### config.mk
export PLATFORM = sky130hd
export DESIGN_NAME = clock_generator_pll_prescalers
export DESIGN_NICKNAME = d
export VERILOG_FILES = /design/src/hdl/clkgen_pkg.sv /design/src/hdl/clock_generator_pll_prescalers.sv
export VERILOG_INCLUDE_DIRS = /design/src /design/src/hdl
export SDC_FILE = /design/constraint.sdc
export NUM_CORES = 1
export LEC_CHECK = 0
export BUFFER_PORTS_ARGS = -buffer_cell sky130_fd_sc_hd__buf_2
export CORE_MARGIN = 8
export CORE_UTILIZATION = 60
export CTS_BUF_LIST = sky130_fd_sc_hd__clkbuf_2 sky130_fd_sc_hd__clkbuf_4 sky130_fd_sc_hd__clkbuf_8
export CTS_CLUSTER_DIAMETER = 80
export DETAILED_ROUTE_END_ITERATION = 16
export PLACE_DENSITY_LB_ADDON = 0.15
export SYNTH_ARGS = -nofsm -noshare
export SYNTH_HDL_FRONTEND = slang
export SYNTH_SLANG_ARGS = --single-unit
### constraint.sdc
create_clock -name aclk -period 4.6 [get_ports aclk]
set_input_delay 0 -clock aclk [delete_from_list [all_inputs] [get_ports aclk]]
set_output_delay 0 -clock aclk [all_outputs]
set_load 0.1 [all_outputs]
### src/hdl/clkgen_consts.svh
// offsets, field positions, reset values and timing counts of the clock generator
// Notes on behaviour
// - clock-through mode passes the 4 to 5 MHz main oscillator unchanged as main clock.
// - PLL mode multiplies the main oscillator by four, giving 16 to 20 MHz.
// - a path-select bit picks clock-through path or multiplied PLL output.
// - a divide-control bit decides whether the four-times multiplication applies.
// - the PLL run bit starts the PLL when set and stops it when cleared.
// - subclock is 32.768 kHz crystal or 20 kHz RC, chosen by a fixed option.
// - an internal oscillator runs at a nominal 200 kHz, independent of resonators.
// - system clock selector offers main clock over 1,2,4,8,16,32 or subclock.
// - main oscillator stops in STOP mode, or on stop bit while subclock runs.
// - prescaler one gives main clock divided by 1 up to 1024 for peripherals.
// - prescaler two gives main clock over 1 to 32 to the CPU/system selector.
// - system clock drives interrupt controller and memories, and the clock-output pin.
// - prescaler three derives 32.768 kHz from the main oscillator for the watch timer.
// - prescaler four divides main oscillator by 1 up to 1024 for the watchdog only.
// - multiplier control resets to 01H; bit 0 runs PLL, bit 1 selects PLL mode.
`ifndef CLKGEN_CONSTS_SVH
`define CLKGEN_CONSTS_SVH

`define OFS_PROC_CLK_CTRL   8'h00
`define OFS_MULT_CTRL       8'h04
`define OFS_CLK_DIV_CTRL    8'h08
`define OFS_CLK_STATUS      8'h0C
`define OFS_CLK_OUT_CTRL    8'h10

`define PROC_DIV_LSB        0
`define PROC_SUB_BIT        3
`define PROC_STATUS_BIT     4
`define PROC_STOP_BIT       6
`define MULT_RUN_BIT        0
`define MULT_PATH_BIT       1

`define RST_PROC_CLK_CTRL   8'h03
`define RST_MULT_CTRL       8'h01
`define RST_CLK_DIV_CTRL    8'h00

`define ACLK_PERIOD_NS      8
`define INT_OSC_PERIOD_NS   5000
`define INT_OSC_CYCLES      (`INT_OSC_PERIOD_NS / `ACLK_PERIOD_NS)
`define PLL_LOCK_US         800
`define PLL_LOCK_CYCLES     ((`PLL_LOCK_US * 1000) / `ACLK_PERIOD_NS)
`define WATCH_HZ            32768
`define MAIN_OSC_MAX_HZ     5000000
`define MAX_DIV_SEL         3'h5

`endif

### src/hdl/clkgen_pkg.sv
// types shared by the clock generator
package clkgen_pkg;
  typedef enum logic [1:0] {
    PLL_OFF     = 2'b00,
    PLL_LOCKING = 2'b01,
    PLL_LOCKED  = 2'b10
  } pll_state_t;
  typedef logic [1:0] axi_resp_t;
  localparam axi_resp_t RESP_OKAY   = 2'b00;
  localparam axi_resp_t RESP_SLVERR = 2'b10;
endpackage

### src/hdl/clock_generator_pll_prescalers.sv
// clock generator: oscillator selection, x4 multiplier, prescalers, axi4-lite registers
//
// Decided for this implementation: the register offsets and the AXI4-Lite interface to the registers.
`timescale 1ns/10ps
`include "clkgen_consts.svh"
module clock_generator_pll_prescalers #(
  parameter int LOCK_CYCLES  = `PLL_LOCK_CYCLES,
  parameter int MAIN_OSC_HZ  = `MAIN_OSC_MAX_HZ
) (
  // clock and reset
  input  wire logic                  aclk,
  input  wire logic                  aresetn,
  // axi4-lite slave
  input  wire logic [7:0]            s_axi_awaddr,
  input  wire logic                  s_axi_awvalid,
  output logic                       s_axi_awready,
  input  wire logic [31:0]           s_axi_wdata,
  input  wire logic [3:0]            s_axi_wstrb,
  input  wire logic                  s_axi_wvalid,
  output logic                       s_axi_wready,
  output clkgen_pkg::axi_resp_t      s_axi_bresp,
  output logic                       s_axi_bvalid,
  input  wire logic                  s_axi_bready,
  input  wire logic [7:0]            s_axi_araddr,
  input  wire logic                  s_axi_arvalid,
  output logic                       s_axi_arready,
  output logic [31:0]                s_axi_rdata,
  output clkgen_pkg::axi_resp_t      s_axi_rresp,
  output logic                       s_axi_rvalid,
  input  wire logic                  s_axi_rready,
  // resonator pins and option strap
  input  wire logic                  main_osc_pin,
  input  wire logic                  sub_osc_pin,
  input  wire logic                  sub_osc_rc_option,
  // power modes from the same clock domain
  input  wire logic                  stop_mode,
  input  wire logic                  halt_mode,
  // oscillator control
  output logic                       main_osc_stop,
  // clock enables
  output logic                       main_clk_en,
  output logic                       cpu_clk_en,
  output logic                       sys_clk_en,
  output logic [10:0]                periph_clk_en,
  output logic                       watch_clk_en,
  output logic [10:0]                wdt_clk_en,
  output logic                       int_osc_en,
  // clock output pin
  output logic                       system_clock_output_pin,
  output logic                       system_clock_output_oe
);
  import clkgen_pkg::*;

  logic [2:0]  div_sel;
  logic        sub_sel;
  logic        main_osc_stop_bit;
  logic        clock_source_status_bit;
  logic        multiplier_run_bit;
  logic        multiplier_path_select;
  logic        multiply_enable_bit;
  logic        system_clock_output_pin_enable;
  logic [2:0]  active_div;
  pll_state_t  pll_state;
  logic [31:0] lock_cnt;
  logic [2:0]  main_sync;
  logic [2:0]  sub_sync;
  logic [1:0]  rc_sync;
  logic        osc_en;
  logic        sub_en;
  logic [7:0]  osc_cnt;
  logic [7:0]  osc_period;
  logic [5:0]  quarter;
  logic        pll_pulse;
  logic        pll_use;
  logic        path_pll;
  logic        fxx_en;
  logic [9:0]  p1_cnt;
  logic [9:0]  p4_cnt;
  logic        sys_pulse;
  logic [22:0] watch_acc;
  logic [22:0] next_watch_acc;
  logic [9:0]  int_cnt;
  logic [7:0]  aw_addr;
  logic [7:0]  w_data;
  logic        w_lane0;
  logic        wr_commit;

  function automatic logic low_ones(input logic [9:0] c, input logic [3:0] k);
    logic [9:0] m;
    m = 10'((11'h001 << k) - 11'h001);
    return (c & m) == m;
  endfunction

  // ---------------- pin synchronisers ----------------
  always_ff @(posedge aclk) begin
    if (!aresetn) begin
      main_sync <= 3'h0;
      sub_sync  <= 3'h0;
      rc_sync   <= 2'h0;
    end else begin
      main_sync <= {main_sync[1:0], main_osc_pin};
      sub_sync  <= {sub_sync[1:0], sub_osc_pin};
      rc_sync   <= {rc_sync[0], sub_osc_rc_option};
    end
  end
  // a stopped resonator gives no edges even if the pin floats
  assign osc_en = main_sync[1] & ~main_sync[2] & ~main_osc_stop;
  assign sub_en = sub_sync[1] & ~sub_sync[2];

  // ---------------- axi4-lite write channel ----------------
  assign wr_commit = !s_axi_awready && !s_axi_wready && !s_axi_bvalid;

  always_ff @(posedge aclk) begin
    if (!aresetn) begin
      s_axi_awready <= 1'b1;
      s_axi_wready  <= 1'b1;
      s_axi_bvalid  <= 1'b0;
      s_axi_bresp   <= RESP_OKAY;
      aw_addr       <= 8'h00;
      w_data        <= 8'h00;
      w_lane0       <= 1'b0;
    end else begin
      if (s_axi_awvalid && s_axi_awready) begin
        s_axi_awready <= 1'b0;
        aw_addr       <= s_axi_awaddr;
      end
      if (s_axi_wvalid && s_axi_wready) begin
        s_axi_wready <= 1'b0;
        w_data       <= s_axi_wdata[7:0];
        w_lane0      <= s_axi_wstrb[0];
      end
      if (wr_commit) begin
        s_axi_bvalid <= 1'b1;
        case (aw_addr)
          `OFS_PROC_CLK_CTRL, `OFS_MULT_CTRL, `OFS_CLK_DIV_CTRL,
          `OFS_CLK_STATUS, `OFS_CLK_OUT_CTRL: s_axi_bresp <= RESP_OKAY;
          default: s_axi_bresp <= RESP_SLVERR;
        endcase
      end
      if (s_axi_bvalid && s_axi_bready) begin
        s_axi_bvalid  <= 1'b0;
        s_axi_awready <= 1'b1;
        s_axi_wready  <= 1'b1;
      end
    end
  end

  // software-written control bits; status bits ignore writes
  always_ff @(posedge aclk) begin
    if (!aresetn) begin
      div_sel                <= 3'(`RST_PROC_CLK_CTRL);
      sub_sel                <= 1'b0;
      main_osc_stop_bit      <= 1'b0;
      multiplier_run_bit     <= 1'b1;
      multiplier_path_select <= 1'b0;
      multiply_enable_bit    <= 1'b0;
      system_clock_output_pin_enable          <= 1'b0;
    end else if (wr_commit && w_lane0) begin
      case (aw_addr)
        `OFS_PROC_CLK_CTRL: begin
          div_sel           <= w_data[`PROC_DIV_LSB+:3];
          sub_sel           <= w_data[`PROC_SUB_BIT];
          main_osc_stop_bit <= w_data[`PROC_STOP_BIT];
        end
        `OFS_MULT_CTRL: begin
          multiplier_run_bit     <= w_data[`MULT_RUN_BIT];
          multiplier_path_select <= w_data[`MULT_PATH_BIT];
        end
        `OFS_CLK_DIV_CTRL: multiply_enable_bit <= w_data[0];
        `OFS_CLK_OUT_CTRL: system_clock_output_pin_enable       <= w_data[0];
        default: ;
      endcase
    end
  end

  // ---------------- axi4-lite read channel ----------------
  always_ff @(posedge aclk) begin
    if (!aresetn) begin
      s_axi_arready <= 1'b1;
      s_axi_rvalid  <= 1'b0;
      s_axi_rdata   <= 32'h0000_0000;
      s_axi_rresp   <= RESP_OKAY;
    end else if (s_axi_arvalid && s_axi_arready) begin
      s_axi_arready <= 1'b0;
      s_axi_rvalid  <= 1'b1;
      s_axi_rresp   <= RESP_OKAY;
      case (s_axi_araddr)
        `OFS_PROC_CLK_CTRL: s_axi_rdata <= {25'h0, main_osc_stop_bit, 1'b0,
                                            clock_source_status_bit, sub_sel, div_sel};
        `OFS_MULT_CTRL:     s_axi_rdata <= {30'h0, multiplier_path_select,
                                            multiplier_run_bit};
        `OFS_CLK_DIV_CTRL:  s_axi_rdata <= {31'h0, multiply_enable_bit};
        `OFS_CLK_STATUS:    s_axi_rdata <= {28'h0, main_osc_stop, pll_state == PLL_LOCKED,
                                            rc_sync[1], clock_source_status_bit};
        `OFS_CLK_OUT_CTRL:  s_axi_rdata <= {31'h0, system_clock_output_pin_enable};
        default: begin
          s_axi_rdata <= 32'h0000_0000;
          s_axi_rresp <= RESP_SLVERR;
        end
      endcase
    end else if (s_axi_rvalid && s_axi_rready) begin
      s_axi_rvalid  <= 1'b0;
      s_axi_arready <= 1'b1;
    end
  end

  // ---------------- oscillator stop and source status ----------------
  always_ff @(posedge aclk) begin
    if (!aresetn) begin
      main_osc_stop           <= 1'b0;
      clock_source_status_bit <= 1'b0;
    end else begin
      // stop bit only counts once the subclock has taken over
      main_osc_stop <= stop_mode | (main_osc_stop_bit & clock_source_status_bit);
      // source changes land on a subclock edge, so no period is cut short
      if (sub_en)
        clock_source_status_bit <= sub_sel;
    end
  end

  // ---------------- multiplier ----------------
  always_ff @(posedge aclk) begin
    if (!aresetn) begin
      pll_state <= PLL_OFF;
      lock_cnt  <= 32'h0000_0000;
    end else if (!multiplier_run_bit || main_osc_stop) begin
      pll_state <= PLL_OFF;
      lock_cnt  <= 32'h0000_0000;
    end else begin
      case (pll_state)
        PLL_OFF:     pll_state <= PLL_LOCKING;
        PLL_LOCKING: begin
          lock_cnt <= lock_cnt + 32'h0000_0001;
          if (lock_cnt >= 32'(LOCK_CYCLES - 1))
            pll_state <= PLL_LOCKED;
        end
        PLL_LOCKED:  pll_state <= PLL_LOCKED;
        default:     pll_state <= PLL_OFF;
      endcase
    end
  end

  // measure the oscillator period; four evenly spaced pulses per period
  always_ff @(posedge aclk) begin
    if (!aresetn) begin
      osc_cnt    <= 8'h00;
      osc_period <= 8'h00;
    end else if (osc_en) begin
      osc_cnt    <= 8'h01;
      osc_period <= osc_cnt;
    end else if (osc_cnt != 8'hFF) begin
      osc_cnt <= osc_cnt + 8'h01;
    end
  end
  assign quarter   = osc_period[7:2];
  assign pll_pulse = osc_en | ((quarter != 6'h00) &&
                     (osc_cnt == {2'h0, quarter} || osc_cnt == {1'b0, quarter, 1'b0} ||
                      osc_cnt == 8'({quarter, 1'b0} + {2'h0, quarter})));
  assign pll_use   = multiplier_path_select & multiply_enable_bit &
                     (pll_state == PLL_LOCKED);

  // the path joins the PLL only on an oscillator edge, where both paths pulse together; it leaves as soon as pll_use drops
  always_ff @(posedge aclk) begin
    if (!aresetn)
      path_pll <= 1'b0;
    else if (osc_en)
      path_pll <= pll_use;
  end
  assign fxx_en = (path_pll && pll_use) ? pll_pulse : osc_en;

  // ---------------- prescalers ----------------
  // prescaler two shares the low five bits of prescaler one's counter
  always_ff @(posedge aclk) begin
    if (!aresetn) begin
      p1_cnt     <= 10'h000;
      p4_cnt     <= 10'h000;
      active_div <= 3'h3;
    end else begin
      if (fxx_en) begin
        p1_cnt <= p1_cnt + 10'h001;
        // divider changes wait for the /32 boundary: every ratio is aligned there
        if (p1_cnt[4:0] == 5'h1F)
          active_div <= (div_sel > `MAX_DIV_SEL) ? `MAX_DIV_SEL : div_sel;
      end
      if (osc_en)
        p4_cnt <= p4_cnt + 10'h001;
    end
  end

  assign sys_pulse = clock_source_status_bit ? sub_en :
                     (fxx_en && low_ones(p1_cnt, {1'b0, active_div}));

  always_ff @(posedge aclk) begin
    if (!aresetn) begin
      main_clk_en   <= 1'b0;
      periph_clk_en <= 11'h000;
      wdt_clk_en    <= 11'h000;
      sys_clk_en    <= 1'b0;
      cpu_clk_en    <= 1'b0;
    end else begin
      main_clk_en <= fxx_en;
      for (int k = 0; k <= 10; k++) begin
        periph_clk_en[k] <= fxx_en && low_ones(p1_cnt, 4'(k));
        wdt_clk_en[k]    <= osc_en && low_ones(p4_cnt, 4'(k));
      end
      sys_clk_en <= sys_pulse && !stop_mode;
      cpu_clk_en <= sys_pulse && !stop_mode && !halt_mode;
    end
  end

  // fractional divider: exact 32.768 kHz average when the main oscillator runs at MAIN_OSC_HZ
  assign next_watch_acc = watch_acc + 23'(`WATCH_HZ);
  always_ff @(posedge aclk) begin
    if (!aresetn) begin
      watch_acc    <= 23'h00_0000;
      watch_clk_en <= 1'b0;
    end else begin
      watch_clk_en <= 1'b0;
      if (osc_en) begin
        if (next_watch_acc >= 23'(MAIN_OSC_HZ)) begin
          watch_acc    <= next_watch_acc - 23'(MAIN_OSC_HZ);
          watch_clk_en <= 1'b1;
        end else begin
          watch_acc <= next_watch_acc;
        end
      end
    end
  end

  // internal oscillator, free of both resonators
  always_ff @(posedge aclk) begin
    if (!aresetn) begin
      int_cnt    <= 10'h000;
      int_osc_en <= 1'b0;
    end else begin
      int_osc_en <= (int_cnt == 10'(`INT_OSC_CYCLES - 1));
      int_cnt    <= (int_cnt == 10'(`INT_OSC_CYCLES - 1)) ? 10'h000 : int_cnt + 10'h001;
    end
  end

  // clock output pin: half-rate square wave of the system clock, low when stopped
  always_ff @(posedge aclk) begin
    if (!aresetn) begin
      system_clock_output_pin <= 1'b0;
      system_clock_output_oe  <= 1'b0;
    end else begin
      system_clock_output_oe <= system_clock_output_pin_enable;
      if (!system_clock_output_pin_enable || stop_mode)
        system_clock_output_pin <= 1'b0;
      else if (sys_pulse)
        system_clock_output_pin <= ~system_clock_output_pin;
    end
  end
endmodule

==> results.toml <==
[synthesis]
avgSynthCellArea_sq_um = 8.60
yosys.cell_types.count = 69
synth_cells = 952
synthArstFlopShare = 0
ys_warn_count = 0
synth-main-ff-cell = "dfxtp_1"
synth_seq_area_share = 0.423
synth_edf_count = 0
ys_seq_elements = 173
synth_area_sq_um = 8180

[route]
drt-total-wl_um = 18200
wl_per_cell_um = 14.6
drc = 0
via_per_inst = 5.45
first_pass_iters = 5
routed-via-count = 6776
drt_iter0_drc = 471
postRouteAntennaNets = 0

[status]
status = "finished, final reports clean"

[floorplanning]
rows = 42
boundaryPins = 135
die_h_um = 133
die_width_um = 133
fp.dieArea_sq_um = 17600
initial_core_util = 0.616
fp.coreArea_sq_um = 13300

[sta]
setup_tns_ns = 0
relSlewSlack = 0.442
max_freq_mhz = 290
tightest_slew_ns = 0.830
rsz0062_at_grt = "false"
min_period_ns = 3.45
setup_viol = 0
slew_violations = 0
period_share = 0.751
report.final.hold_viol_count = 0
clock-skew-final_ns = 0.00659

[layout]
syn2layout_area_growth_pct = 14.6
final_cells = 1244
nets = 1146
fin_util = 0.706
drive_gt1_frac = 0.127
fillers = 1044

[critical_path]
crit_path_start = "osc_period[3]$_SDFFE_PN0P_"
start_kind = "flip-flop"
cp_max_fo = 12
r2r_start = "osc_period[3]$_SDFFE_PN0P_"
r2r_cells = 10
worstSetupPathType = "reg -> reg"
regToRegEndpoint = "cpu_clk_en$_SDFF_PN0_"
critPathArrivalTime_ns = 3.86
r2r_slack_ns = 1.15
cp-end-kind = "flip-flop"
crit_end = "cpu_clk_en$_SDFF_PN0_"
required_ns = 5.01

[cts]
cts_resized = 0
insertion_delay_ns = 0.46
clkTransAtPathRegs_ns = 0.08
cts_made_buffers = 17
htree_levels = 4
cts_tree = "yes"
cts_max_path_buffers = 2
root_buffer = "clkbuf_8"
cts.sinks = 173

[worst_hold_path]
min_path_type = "in -> reg"

[grt]
grt-ovfl-total = 0
grt_pass1_wl_um = 30400
grt_max_degree = 56
antenna_found_initial = 1
grt_pass1_vias = 6412
grtUsageTotal = 0.205

[power_and_ir_drop]
power_density_nw_per_um2 = 313
cellLeakagePower_nw = 3.76
vdd_drop_max_mv = 0.220

[placed_design]
place_inst = 1168
port_buffers = 76
place_congestion = 0.857
dp_hpwl_um = 11600

[job]
drv_cap = 0
routing by layer:
layer  global-route usage  wire length (um)  up-vias
met1                0.249              8300     3171
met3               0.0522               927       27
li1                     -                 -     3412
met5                    0                 0        -
met4               0.0789               350        0
met2                0.341              8630      166
worst max-delay path, cell delays in order, from the launching register on:
cell and delay (ns):
dfxtp_1 0.41, ha_1 0.25, fa_1 0.42, a21o_1 0.20, a21o_1 0.16, a21oi_1 0.16
xor2_1 0.19, nand4_1 0.45, a21o_1 0.35, a211oi_1 0.24, dlygate4sd3_1 0.57
sequential cells by signal (all words and copies together) (netlist names), 2 cells and up:
signal,count
div_sel,3
w_data,5
p1_cnt,10
watch_acc,17
pll_state,2
main_sync,3
wdt_clk_en,11
periph_clk_en,11
osc_cnt,8
sub_sync,3
osc_period,6
s_axi_rdata,6
int_cnt,10
active_div,3
aw_addr,8
rc_sync,2
p4_cnt,10
lock_cnt,32
area by class of cell:
type,instances,area [sq um],area share
flip-flops and latches,173,3460,0.369
clock inverters,11,118,0.0125
clock buffers,21,277,0.0295
well taps,176,220,0.0235
inverters,26,97.6,0.0104
diodes,1,2.50,0.000267
repair buffers,124,848,0.0904
multi-input cells,712,4350,0.464
per-stage QoR:
stage | setup slack, ns | cell area [sq um] | hold slack, ns | power, mW
4_1_cts | 1.20 | 9380 | 0.0122 | 2.95
5_1_grt | 0.860 | 9380 | 0.116 | 3.04
3_3_place_gp | 1.42 | 8550 | 0.162 | 1.88
6_report | 1.15 | 9380 | 0.0617 | 2.94
3_5_place_dp | 1.39 | 8550 | 0.164 | 1.88
2_1_floorplan | 1.95 | 8290 | 0.0728 | 1.85
logic make-up (layout without fill, tap and decap cells):
group	Yosys count	after routing	share of synthesized area
fa+ha+maj	28	28	0.0437
compound gates	141	141	0.109
flops	173	173	0.423
xor+xnor	78	78	0.0844
simple gates	410	410	0.247
buf+inv	94	182	0.0578
mux	27	27	0.0349
other cells	1	29	0.000458
how the worst min path moves through the flow:
stage | from | end | slack [ns] | depth (start not counted)
floorplan | halt_mode | cpu_clk_en$_SDFF_PN0_ | 0.07 | 1
global placement | halt_mode | cpu_clk_en$_SDFF_PN0_ | 0.16 | 2
detailed placement | halt_mode | cpu_clk_en$_SDFF_PN0_ | 0.16 | 2
CTS | s_axi_araddr[1] | s_axi_rdata[1]$_SDFFE_PN0P_ | 0.01 | 6
global route | s_axi_araddr[1] | s_axi_rdata[1]$_SDFFE_PN0P_ | 0.12 | 6
finish | s_axi_araddr[0] | s_axi_rdata[1]$_SDFFE_PN0P_ | 0.06 | 6
cells in the mapped netlist (4+ instances only):
library cell / count / area share
ha_1: 27 / 0.041
xnor2_1: 36 / 0.039
a21o_1: 6 / 0.0055
nor2_1: 103 / 0.047
a22oi_1: 4 / 0.0037
o21ai_0: 27 / 0.017
dfxtp_1: 173 / 0.42
nand4_1: 16 / 0.012
a21oi_1: 62 / 0.038
xor2_1: 41 / 0.044
nand3_1: 59 / 0.036
mux2i_1: 24 / 0.029
and2_1: 25 / 0.019
buf_1: 4 / 0.0018
nor2b_1: 8 / 0.0061
nand2_1: 102 / 0.047
o211ai_1: 6 / 0.0055
nand2b_1: 11 / 0.0084
nor4_1: 12 / 0.0092
buf_4: 29 / 0.027
and3_1: 20 / 0.015
or3_1: 8 / 0.0061
inv_1: 25 / 0.011
clkbuf_1: 31 / 0.014
nor3_1: 20 / 0.012
report_power, final:
| part | internal [mW] | switching (mW) | total (mW) | leakage, nW |
|---|---|---|---|---|
| registers | 1.52 | 0.0329 | 1.56 | 1.40 |
| clock network | 0.519 | 0.537 | 1.06 | 0.202 |
| logic | 0.0866 | 0.238 | 0.325 | 2.16 |
cell usage in the layout, fill, tap and decap left out, types with 27 or more instances in the layout:
master         count
conb_1            28
dlygate4sd3_1     43
xor2_1            41
o21ai_0           27
ha_1              27
buf_2             76
nand3_1           59
nand2_1          102
a21oi_1           62
xnor2_1           36
nor2_1           103
dfxtp_1          173
repair_timing:
| item | in CTS | in global routing |
|---|---|---|
| setup buffers | 0 | 0 |
| hold buffers | 43 | 0 |
| endpoints found under the hold margin | 29 | 0 |
Note: power is estimated with default switching activity, not from simulation.
